<file path="config.mk">
export PLATFORM = sky130hd
export DESIGN_NAME = ata_disk_command_executor
export DESIGN_NICKNAME = d
export VERILOG_FILES = /design/src/core/ata_exec_pkg.sv /design/src/core/ata_disk_command_executor.sv
export VERILOG_INCLUDE_DIRS = /design/src /design/src/core
export SDC_FILE = /design/constraint.sdc
export NUM_CORES = 2
export LEC_CHECK = 0
export BUFFER_PORTS_ARGS = -buffer_cell sky130_fd_sc_hd__buf_4
export CAP_MARGIN = 25
export CORE_ASPECT_RATIO = 0.9
export CORE_MARGIN = 4
export CORE_UTILIZATION = 60
export CTS_BUF_LIST = sky130_fd_sc_hd__clkbuf_4
export DETAILED_ROUTE_END_ITERATION = 8
export PLACE_DENSITY = 0.76
export SYNTH_ARGS = -nofsm -noshare
export SYNTH_HDL_FRONTEND = slang
export SYNTH_MEMORY_MAX_BITS = 65536
export SYNTH_SLANG_ARGS = --single-unit
</file>
<file path="constraint.sdc">
create_clock -name clk_sys -period 5.9 [get_ports clk_sys]
set_input_delay 0.885 -clock clk_sys [delete_from_list [all_inputs] [get_ports clk_sys]]
set_output_delay 0.885 -clock clk_sys [all_outputs]
set_load 0.02 [all_outputs]
</file>
<file path="src/core/ata_exec_regs.svh">
// Register offsets, field positions, reset values and command codes of the command executor
`ifndef ATA_EXEC_REGS_SVH
`define ATA_EXEC_REGS_SVH
`define OFF_DATA 8'h00
`define OFF_FEAT 8'h04
`define OFF_SCNT 8'h08
`define OFF_SNUM 8'h0c
`define OFF_CYLL 8'h10
`define OFF_CYLH 8'h14
`define OFF_DRV 8'h18
`define OFF_CMD 8'h1c
`define OFF_CTRL 8'h20
`define OFF_ERR 8'h24
`define ST_BSY 7
`define ST_DRDY 6
`define ST_DRQ 3
`define ST_ERR 0
`define ER_UNC 6
`define ER_ABRT 2
`define CTRL_HOB 7
`define DRV_LBA 6
`define RST_DRV 8'ha0
`define CMD_NOP 8'h00
`define CMD_RECAL 4'h1
`define CMD_FLUSH 8'he7
`define CMD_FLUSH_EXT 8'hea
`define CMD_READ 8'h20
`define CMD_READ_RETRY 8'h21
`define CMD_READ_EXT 8'h24
`endif

</file>
<file path="src/core/ata_exec_pkg.sv">
// Types shared by the command executor
`default_nettype none
package ata_exec_pkg;
  typedef enum logic [2:0] {
    S_IDLE, S_RECAL, S_FLUSH, S_NEXT, S_SEEK, S_FILL, S_XFER
  } state_type;
  typedef struct packed {
    logic uncorr;
    logic [31:0] data;
  } media_word_type;
endpackage : ata_exec_pkg
`default_nettype wire

</file>
<file path="src/core/ata_disk_command_executor.sv">
// Task-file command executor with APB register access and sector buffer
`timescale 1ns/1ns
`default_nettype none
`include "ata_exec_regs.svh"
module ata_disk_command_executor #(
  parameter int WORDS = 128,
  parameter int TRACK_SHIFT = 8,
  parameter int DEPTH = 2
) (
  // Clock and reset
  input wire logic clk_sys,
  input wire logic resetn,
  // APB slave
  input wire logic psel,
  input wire logic penable,
  input wire logic pwrite,
  input wire logic [7:0] paddr,
  input wire logic [31:0] pwdata,
  output logic [31:0] prdata,
  output logic pready,
  output logic pslverr,
  // Host flags
  output logic intrq,
  output logic busy_flag,
  output logic data_request_flag,
  // Servo
  output logic seek_req,
  output logic [47:0] seek_target,
  input wire logic seek_done,
  // Write cache
  output logic flush_req,
  input wire logic flush_done,
  // Media read stream
  output logic sector_req,
  output logic [47:0] sector_lba,
  input wire logic media_valid,
  input wire ata_exec_pkg::media_word_type media_word,
  output logic media_ready
);
  localparam int AW = $clog2(WORDS);
  localparam int PW = (DEPTH > 1) ? $clog2(DEPTH) : 1;
  localparam int CW = $clog2(DEPTH + 1);
  localparam logic [7:0] TF_OFF [5] = '{`OFF_FEAT, `OFF_SCNT, `OFF_SNUM, `OFF_CYLL, `OFF_CYLH};

  ata_exec_pkg::state_type state_q;
  logic [7:0] tf_cur_q [5];
  logic [7:0] tf_prev_q [5];
  logic [7:0] eng_cur [5];
  logic [7:0] eng_prev [5];
  logic [7:0] drv_q;
  logic hob_q;
  logic [47:0] lba_q;
  logic [16:0] cnt_q;
  logic ext_q, err_q, abrt_q, unc_q, sect_unc_q;
  logic irq_ev_q, eng_ld_q, zcyl_q;
  logic [47:0] cur_track_q;
  logic [AW-1:0] wr_ptr_q, rd_ptr_q;
  logic [31:0] ram [WORDS];
  logic [31:0] rd_mux;
  logic rd_mapped;
  logic [7:0] status_byte;

  // APB phases
  logic setup, acc, wr_acc, rd_acc, idle, cmd_go, ext_cmd, last_pop, ram_we, fill_done;
  logic [7:0] cmd;
  logic [47:0] cmd_lba;
  logic [16:0] cmd_cnt;
  assign setup = psel & ~penable;
  assign acc = psel & penable & pready;
  assign wr_acc = acc & pwrite;
  assign rd_acc = acc & ~pwrite;
  assign idle = (state_q == ata_exec_pkg::S_IDLE);
  assign cmd = pwdata[7:0];
  assign cmd_go = wr_acc && paddr == `OFF_CMD && idle;
  assign ext_cmd = (cmd == `CMD_READ_EXT);
  assign cmd_lba = ext_cmd ?
      {tf_prev_q[4], tf_prev_q[3], tf_prev_q[2], tf_cur_q[4], tf_cur_q[3], tf_cur_q[2]} :
      {20'h0_0000, drv_q[3:0], tf_cur_q[4], tf_cur_q[3], tf_cur_q[2]};
  // Zero count means the full range
  assign cmd_cnt = ext_cmd ? {~|{tf_prev_q[1], tf_cur_q[1]}, tf_prev_q[1], tf_cur_q[1]} :
      {8'h00, ~|tf_cur_q[1], tf_cur_q[1]};
  assign last_pop = rd_acc && paddr == `OFF_DATA && state_q == ata_exec_pkg::S_XFER &&
      rd_ptr_q == AW'(WORDS - 1);

  // Two-entry buffer between media and sector RAM
  ata_exec_pkg::media_word_type fifo_mem [DEPTH];
  logic [PW-1:0] fwp_q, frp_q;
  logic [CW-1:0] fcnt_q, fcnt_d;
  logic push, pop;
  assign push = media_valid & media_ready;
  assign pop = (fcnt_q != '0) && state_q == ata_exec_pkg::S_FILL;
  assign fcnt_d = fcnt_q + CW'(push) - CW'(pop);
  assign ram_we = pop;
  assign fill_done = ram_we && wr_ptr_q == AW'(WORDS - 1);

  always_ff @(posedge clk_sys) begin
    if (push) begin
      fifo_mem[fwp_q] <= media_word;
    end
  end

  always_ff @(posedge clk_sys or negedge resetn) begin
    if (!resetn) begin
      fwp_q <= '0;
      frp_q <= '0;
      fcnt_q <= '0;
      media_ready <= 1'b1;
    end else begin
      if (push) begin
        fwp_q <= (fwp_q == PW'(DEPTH - 1)) ? '0 : fwp_q + PW'(1);
      end
      if (pop) begin
        frp_q <= (frp_q == PW'(DEPTH - 1)) ? '0 : frp_q + PW'(1);
      end
      fcnt_q <= fcnt_d;
      media_ready <= (fcnt_d < CW'(DEPTH));
    end
  end

  // Sector RAM
  always_ff @(posedge clk_sys) begin
    if (ram_we) begin
      ram[wr_ptr_q] <= fifo_mem[frp_q].data;
    end
  end

  always_ff @(posedge clk_sys or negedge resetn) begin
    if (!resetn) begin
      wr_ptr_q <= '0;
      rd_ptr_q <= '0;
      sect_unc_q <= 1'b0;
    end else if (sector_req) begin
      wr_ptr_q <= '0;
      rd_ptr_q <= '0;
      sect_unc_q <= 1'b0;
    end else begin
      if (ram_we) begin
        wr_ptr_q <= wr_ptr_q + AW'(1);
        sect_unc_q <= sect_unc_q | fifo_mem[frp_q].uncorr;
      end
      if (rd_acc && paddr == `OFF_DATA && state_q == ata_exec_pkg::S_XFER) begin
        rd_ptr_q <= rd_ptr_q + AW'(1);
      end
    end
  end

  // Values written back to the task file at the end of a read
  always_comb begin
    eng_cur[0] = tf_cur_q[0];
    eng_prev[0] = tf_prev_q[0];
    eng_cur[1] = cnt_q[7:0];
    eng_prev[1] = cnt_q[15:8];
    eng_cur[2] = lba_q[7:0];
    eng_prev[2] = lba_q[31:24];
    eng_cur[3] = lba_q[15:8];
    eng_prev[3] = lba_q[39:32];
    eng_cur[4] = lba_q[23:16];
    eng_prev[4] = lba_q[47:40];
  end

  // Task-file byte pairs
  for (genvar gi = 0; gi < 5; gi++) begin : g_tf
    always_ff @(posedge clk_sys or negedge resetn) begin
      if (!resetn) begin
        tf_cur_q[gi] <= 8'h00;
        tf_prev_q[gi] <= 8'h00;
      end else if (wr_acc && paddr == TF_OFF[gi] && idle) begin
        tf_prev_q[gi] <= tf_cur_q[gi];
        tf_cur_q[gi] <= pwdata[7:0];
      end else if (eng_ld_q && gi != 0) begin
        tf_cur_q[gi] <= eng_cur[gi];
        tf_prev_q[gi] <= ext_q ? eng_prev[gi] : tf_prev_q[gi];
      end else if (zcyl_q && (gi == 3 || gi == 4)) begin
        tf_cur_q[gi] <= 8'h00;
      end
    end
  end

  // Drive/head and byte select
  always_ff @(posedge clk_sys or negedge resetn) begin
    if (!resetn) begin
      drv_q <= `RST_DRV;
    end else if (wr_acc && paddr == `OFF_DRV && idle) begin
      drv_q <= pwdata[7:0];
    end else if (eng_ld_q && !ext_q) begin
      drv_q[3:0] <= lba_q[27:24];
    end
  end

  always_ff @(posedge clk_sys or negedge resetn) begin
    if (!resetn) begin
      hob_q <= 1'b0;
    end else if (wr_acc && paddr == `OFF_CTRL) begin
      hob_q <= pwdata[`CTRL_HOB];
    end else if (wr_acc && idle && paddr >= `OFF_FEAT && paddr <= `OFF_CMD) begin
      hob_q <= 1'b0;
    end
  end

  // Command engine
  always_ff @(posedge clk_sys or negedge resetn) begin
    if (!resetn) begin
      state_q <= ata_exec_pkg::S_IDLE;
      lba_q <= '0;
      cnt_q <= '0;
      ext_q <= 1'b0;
      err_q <= 1'b0;
      abrt_q <= 1'b0;
      unc_q <= 1'b0;
      seek_req <= 1'b0;
      seek_target <= '0;
      flush_req <= 1'b0;
      sector_req <= 1'b0;
      sector_lba <= '0;
      cur_track_q <= '0;
      irq_ev_q <= 1'b0;
      eng_ld_q <= 1'b0;
      zcyl_q <= 1'b0;
    end else begin
      sector_req <= 1'b0;
      irq_ev_q <= 1'b0;
      eng_ld_q <= 1'b0;
      zcyl_q <= 1'b0;
      case (state_q)
        ata_exec_pkg::S_IDLE: begin
          if (cmd_go) begin
            err_q <= 1'b0;
            abrt_q <= 1'b0;
            unc_q <= 1'b0;
            if (cmd[7:4] == `CMD_RECAL) begin
              seek_req <= 1'b1;
              seek_target <= '0;
              state_q <= ata_exec_pkg::S_RECAL;
            end else if (cmd == `CMD_FLUSH || cmd == `CMD_FLUSH_EXT) begin
              flush_req <= 1'b1;
              state_q <= ata_exec_pkg::S_FLUSH;
            end else if ((cmd == `CMD_READ || cmd == `CMD_READ_RETRY || ext_cmd) &&
                (!ext_cmd || drv_q[`DRV_LBA])) begin
              ext_q <= ext_cmd;
              lba_q <= cmd_lba;
              cnt_q <= cmd_cnt;
              state_q <= ata_exec_pkg::S_NEXT;
            end else begin
              // No-op, bad mode and unknown codes abort
              err_q <= 1'b1;
              abrt_q <= 1'b1;
              irq_ev_q <= 1'b1;
            end
          end
        end
        ata_exec_pkg::S_RECAL: begin
          if (seek_done) begin
            seek_req <= 1'b0;
            cur_track_q <= '0;
            zcyl_q <= 1'b1;
            irq_ev_q <= 1'b1;
            state_q <= ata_exec_pkg::S_IDLE;
          end
        end
        ata_exec_pkg::S_FLUSH: begin
          if (flush_done) begin
            flush_req <= 1'b0;
            irq_ev_q <= 1'b1;
            state_q <= ata_exec_pkg::S_IDLE;
          end
        end
        ata_exec_pkg::S_NEXT: begin
          if ((lba_q >> TRACK_SHIFT) != cur_track_q) begin
            seek_req <= 1'b1;
            seek_target <= lba_q >> TRACK_SHIFT;
            state_q <= ata_exec_pkg::S_SEEK;
          end else begin
            sector_req <= 1'b1;
            sector_lba <= lba_q;
            state_q <= ata_exec_pkg::S_FILL;
          end
        end
        ata_exec_pkg::S_SEEK: begin
          if (seek_done) begin
            seek_req <= 1'b0;
            cur_track_q <= seek_target;
            sector_req <= 1'b1;
            sector_lba <= lba_q;
            state_q <= ata_exec_pkg::S_FILL;
          end
        end
        ata_exec_pkg::S_FILL: begin
          if (fill_done) begin
            irq_ev_q <= 1'b1;
            state_q <= ata_exec_pkg::S_XFER;
          end
        end
        ata_exec_pkg::S_XFER: begin
          if (last_pop) begin
            if (sect_unc_q) begin
              err_q <= 1'b1;
              unc_q <= 1'b1;
              eng_ld_q <= 1'b1;
              state_q <= ata_exec_pkg::S_IDLE;
            end else if (cnt_q == 17'h0_0001) begin
              cnt_q <= '0;
              eng_ld_q <= 1'b1;
              state_q <= ata_exec_pkg::S_IDLE;
            end else begin
              cnt_q <= cnt_q - 17'h0_0001;
              lba_q <= lba_q + 48'h0000_0000_0001;
              state_q <= ata_exec_pkg::S_NEXT;
            end
          end
        end
        default: state_q <= ata_exec_pkg::S_IDLE;
      endcase
    end
  end

  // Host flags, intrq set wins over clear
  always_ff @(posedge clk_sys or negedge resetn) begin
    if (!resetn) begin
      busy_flag <= 1'b0;
      data_request_flag <= 1'b0;
      intrq <= 1'b0;
    end else begin
      busy_flag <= !idle && state_q != ata_exec_pkg::S_XFER;
      data_request_flag <= (state_q == ata_exec_pkg::S_XFER);
      intrq <= irq_ev_q | (intrq & ~(cmd_go | (rd_acc && paddr == `OFF_CMD)));
    end
  end

  // Read mux
  always_comb begin
    status_byte = 8'h00;
    status_byte[`ST_BSY] = busy_flag;
    status_byte[`ST_DRDY] = 1'b1;
    status_byte[`ST_DRQ] = data_request_flag;
    status_byte[`ST_ERR] = err_q;
    rd_mux = 32'h0000_0000;
    rd_mapped = 1'b1;
    case (paddr)
      `OFF_DATA: rd_mux = data_request_flag ? ram[rd_ptr_q] : 32'h0000_0000;
      `OFF_DRV: rd_mux = {24'h00_0000, drv_q};
      `OFF_CMD: rd_mux = {24'h00_0000, status_byte};
      `OFF_CTRL: rd_mux = {24'h00_0000, hob_q, 7'h00};
      `OFF_ERR: rd_mux = {24'h00_0000, 1'b0, unc_q, 3'h0, abrt_q, 2'h0};
      default: rd_mapped = 1'b0;
    endcase
    for (int i = 0; i < 5; i++) begin
      if (paddr == TF_OFF[i]) begin
        rd_mux = {24'h00_0000, hob_q ? tf_prev_q[i] : tf_cur_q[i]};
        rd_mapped = 1'b1;
      end
    end
  end

  // APB answer: no wait state, pready high in the first access cycle
  always_ff @(posedge clk_sys or negedge resetn) begin
    if (!resetn) begin
      pready <= 1'b0;
      prdata <= 32'h0000_0000;
      pslverr <= 1'b0;
    end else begin
      pready <= setup;
      if (setup) begin
        prdata <= pwrite ? 32'h0000_0000 : rd_mux;
        pslverr <= ~rd_mapped;
      end
    end
  end
endmodule : ata_disk_command_executor
`default_nettype wire

</file>
==> tab_implementation.tex <==
\begin{tabular}{lr}
\hline
Metric & Value \\
\hline
\multicolumn{2}{l}{\textbf{Status}} \\
Result of the run & complete, no violations \\
\multicolumn{2}{l}{\textbf{Cells and area}} \\
Proportion of layout cells with a drive suffix above 1 & 33.3\% \\
Most frequent cells in the layout & sky130\_fd\_sc\_hd\_\_edfxtp\_1, sky130\_fd\_sc\_hd\_\_clkbuf\_4, sky130\_fd\_sc\_hd\_\_mux4\_2, sky130\_fd\_sc\_hd\_\_buf\_4, sky130\_fd\_sc\_hd\_\_nand2\_1 \\
Layout area overhead & 13.0\% \\
Filler cell count & 17.9k \\
Non-filler cells in the finished layout & 14.5k \\
Final design utilization & 68.1\% \\
Post-route cell area & 198000 um\^{}2 \\
Final nets & 9997 \\
Most common cell after layout, fill and taps aside & sky130\_fd\_sc\_hd\_\_edfxtp\_1 \\
\multicolumn{2}{l}{\textbf{Setup path}} \\
Required time at the endpoint of the critical path & 7.36 ns \\
Worst Setup End Kind & register \\
Worst path cell trace & buf\_12 > nand2b\_1 > o21ai\_0 > a211oi\_1 > a311oi\_1 > a311o\_1 > nand3\_1 \\
Kind of critical path & register to register \\
Data arrival time at the worst-slack endpoint & 6.00 ns \\
Worst path top cell family by delay & compound AO/OA/AOI/OAI gates \\
Count of buffering cells on the critical path with inverters included & 1 \\
CP max stage cell & sky130\_fd\_sc\_hd\_\_dfrtp\_4 \\
Slowest Stage Delay on Critical Path & 1.10 ns \\
Peak fanout along the critical path & 73 \\
Element type at the critical path start & register \\
\multicolumn{2}{l}{\textbf{CTS}} \\
Post-CTS setup repair buffer count & 0 \\
Number of levels the H-tree was split into & 7 \\
Num CTS Buffers & 1166 \\
Root cell of the clock tree & sky130\_fd\_sc\_hd\_\_clkbuf\_4 \\
Sink Count & 4514 \\
TritonCTS clock tree & yes \\
CTS max path bufs & 5 \\
Skew-Pair Late Insertion Delay & 1.66 ns \\
Clock-pin transition on the worst setup and hold timing paths & 0.07 ns \\
\multicolumn{2}{l}{\textbf{Global routing}} \\
Vias in the first global route & 98.1k \\
Met1 routing resource usage after global routing & 44.6\% \\
All-Layer GR Usage & 31.7\% \\
Global-route wire length before repair & 678 mm \\
Met2 GRT Util & 46.4\% \\
Largest net degree at the start of global routing & 143 \\
Number of antenna violations at the first check in global routing & 30 \\
Overflow left after global routing & 0 \\
Met3 Usage GRT & 9.88\% \\
Gr busiest metal & met2 \\
\multicolumn{2}{l}{\textbf{Die}} \\
Die X & 578 um \\
Site row count & 188 \\
Die outline height & 521 um \\
Core region area & 291000 um\^{}2 \\
Number of top-level pins & 218 \\
Die area & 301000 um\^{}2 \\
Starting density of the core & 60.2\% \\
\multicolumn{2}{l}{\textbf{Synthesis}} \\
Count of mapped cells out of synthesis & 8621 \\
Register bit count reported by yosys & 4514 \\
Average footprint of a synthesized cell & 20.4 um\^{}2 \\
Yosys Warn Count & 0 \\
Number of enable-type register cells in the synthesized netlist & 4162 \\
Primary FF master, synth & sky130\_fd\_sc\_hd\_\_edfxtp\_1 \\
Total standard cell area after synthesis & 176000 um\^{}2 \\
Number of library cell types mapped by synthesis & 92 \\
Seq/Total Area, Yosys & 76.2\% \\
Share of async-settable or async-resettable flops after synthesis & 7.80\% \\
\multicolumn{2}{l}{\textbf{Place}} \\
Placed cell count & 12.5k \\
Number of I/O port buffers & 185 \\
Final estimated routing congestion in global placement & 0.962 \\
Area post-placement & 183000 um\^{}2 \\
Detailed placer's ending HPWL & 272 mm \\
\multicolumn{2}{l}{\textbf{Routing}} \\
Routed WL per cell & 32.4 um \\
Detailed Route Iter0 Violations & 15.6k \\
Final routed DRC violation total & 0 \\
Per-cell via count in the routed design & 6.74 \\
Number of detailed-routing iterations run before antenna repair & 6 \\
Final routed wirelength across all metal layers & 472 mm \\
Via Count & 98.0k \\
Number of nets still failing antenna checks after routing & 0 \\
\multicolumn{2}{l}{\textbf{Power}} \\
Internal Power & 0.0539 W \\
Share of total power in sequential cells & 55.3\% \\
Comb pwr share & 9.5\% \\
Fraction of power spent switching nets & 25.3\% \\
Leak Pwr & 64.9 nW \\
Peak supply drop & 297 uV \\
Share of total power in the clock network & 35.2\% \\
Net switching power & 0.0182 W \\
Pwr per Cell Area & 363 nW/um\^{}2 \\
\multicolumn{2}{l}{\textbf{STA}} \\
Setup TNS after final layout & 0 ns \\
Relative slew slack & 15.6\% \\
Number of failing setup endpoints in the final timing report & 0 \\
Number of hold-slack violations in the final timing report & 0 \\
Setup repair after global routing missed its margin & no \\
Final cycle utilization of the critical path & 76.9\% \\
Final Max Slew Viols & 0 \\
Time the final worst path needs with I/O delays and setup & 4.53 ns \\
Highest attainable clock frequency & 221 MHz \\
Tightest Pin Transition & 1.27 ns \\
Maximum clock skew at final layout & 0.189 ns \\
\multicolumn{2}{l}{\textbf{Job}} \\
MaxCap Viol Count & 0 \\
\multicolumn{2}{l}{\textbf{Min path}} \\
Class of the tightest hold or removal check & input port to register \\
\hline
\end{tabular}
cell families after synthesis:
group,Yosys count,synth area share [%]
fa+ha+maj,7,0.0499
compound gates,1090,4.19
buf+inv,568,1.69
simple gates,986,2.56
flops,4514,76.2
other cells,1,0.00214
mux,1400,15.0
xor+xnor,55,0.274
flip-flops by register name, summed over array words and instances, names as in the netlist, 2 cells and up:
name         count
cnt_q           17
cur_track_q     40
drv_q            8
eng_cur          8
eng_prev         8
fcnt_q           2
fifo_mem        66
lba_q           48
prdata          32
ram           4096
rd_ptr_q         7
sector_lba      48
seek_target     40
state_q          3
tf_cur_q        32
tf_prev_q       32
wr_ptr_q         7
metrics by stage:
stage / power, W / setup WS (ns) / hold WS (ns)
after global placement: 0.0466 / 1.52 / 0.422
after CTS: 0.0722 / 1.42 / 0.0103
after floorplan: 0.0433 / 2.43 / 0.404
after detailed placement: 0.0471 / 1.48 / 0.420
after global routing: 0.0748 / 1.15 / 0.148
final: 0.0721 / 1.37 / 0.214
power by group through the flow:
stage | clock (W) | sequential [W] | combinational, W
floorplan | 0 | 0.0405 | 0.00284
global placement | 0 | 0.0404 | 0.00615
detailed placement | 0 | 0.0405 | 0.00657
CTS | 0.0258 | 0.0398 | 0.00662
global route | 0.0277 | 0.0399 | 0.00716
finish | 0.0254 | 0.0399 | 0.00683
cell usage after synthesis, drive strengths merged, types with 114 or more instances:
library cell | count | area share [%]
mux2 | 114 | 0.73
mux2i | 310 | 1.8
buf | 311 | 1.1
a21oi | 246 | 0.70
mux4 | 976 | 13
o22ai | 170 | 0.61
o21ai | 186 | 0.54
nor2 | 301 | 0.64
nand2 | 354 | 0.76
dfrtp | 349 | 5.0
clkbuf | 230 | 0.49
edfxtp | 4162 | 71
path summary, 6_finish.rpt:
path | slack, ns | depth (start not counted) | startpoint | to
max | 1.37 | 7 | rd_ptr_q[1] | prdata[4]
min | 0.21 | 6 | paddr[7] | abrt_q
max reg2reg | 1.37 | 7 | rd_ptr_q[1] | prdata[4]
min reg2reg | 0.44 | 1 | irq_ev_q | intrq
max in group asynchronous | 4.45 | 4 | resetn | rd_ptr_q[0]
min in group asynchronous | 0.58 | 4 | resetn | lba_q[36]
metal layers:
layer	vias up	wire, um
met3	1064	65100
li1	39069	-
met1	50154	170000
met2	7696	216000
met5	-	69
met4	12	19500
worst min-delay path: stages:
cell,delay [ns]
sky130_fd_sc_hd__buf_4,0.14
sky130_fd_sc_hd__nor3_2,0.11
sky130_fd_sc_hd__and4_1,0.32
sky130_fd_sc_hd__nand2_1,0.15
sky130_fd_sc_hd__nand2_1,0.06
sky130_fd_sc_hd__nand2_1,0.06
layout make-up:
cell class | instances | area, um^2 | area share, %
Inverter | 27 | 109 | 0.0549
Timing Repair Buffer | 654 | 5800 | 2.92
Sequential cell | 4514 | 134000 | 67.5
Multi-Input combinational cell | 3546 | 40100 | 20.2
Tap cell | 3895 | 4870 | 2.46
Clock inverter | 223 | 1270 | 0.641
Clock buffer | 1648 | 12400 | 6.24
Antenna cell | 36 | 90.1 | 0.0454
what timing repair did:
item / CTS / global route
gates resized for setup: 0 / 0
hold buffers: 100 / 0
endpoints found under the hold margin: 466 / 0
No activity file was read; power rests on OpenSTA's default activity.
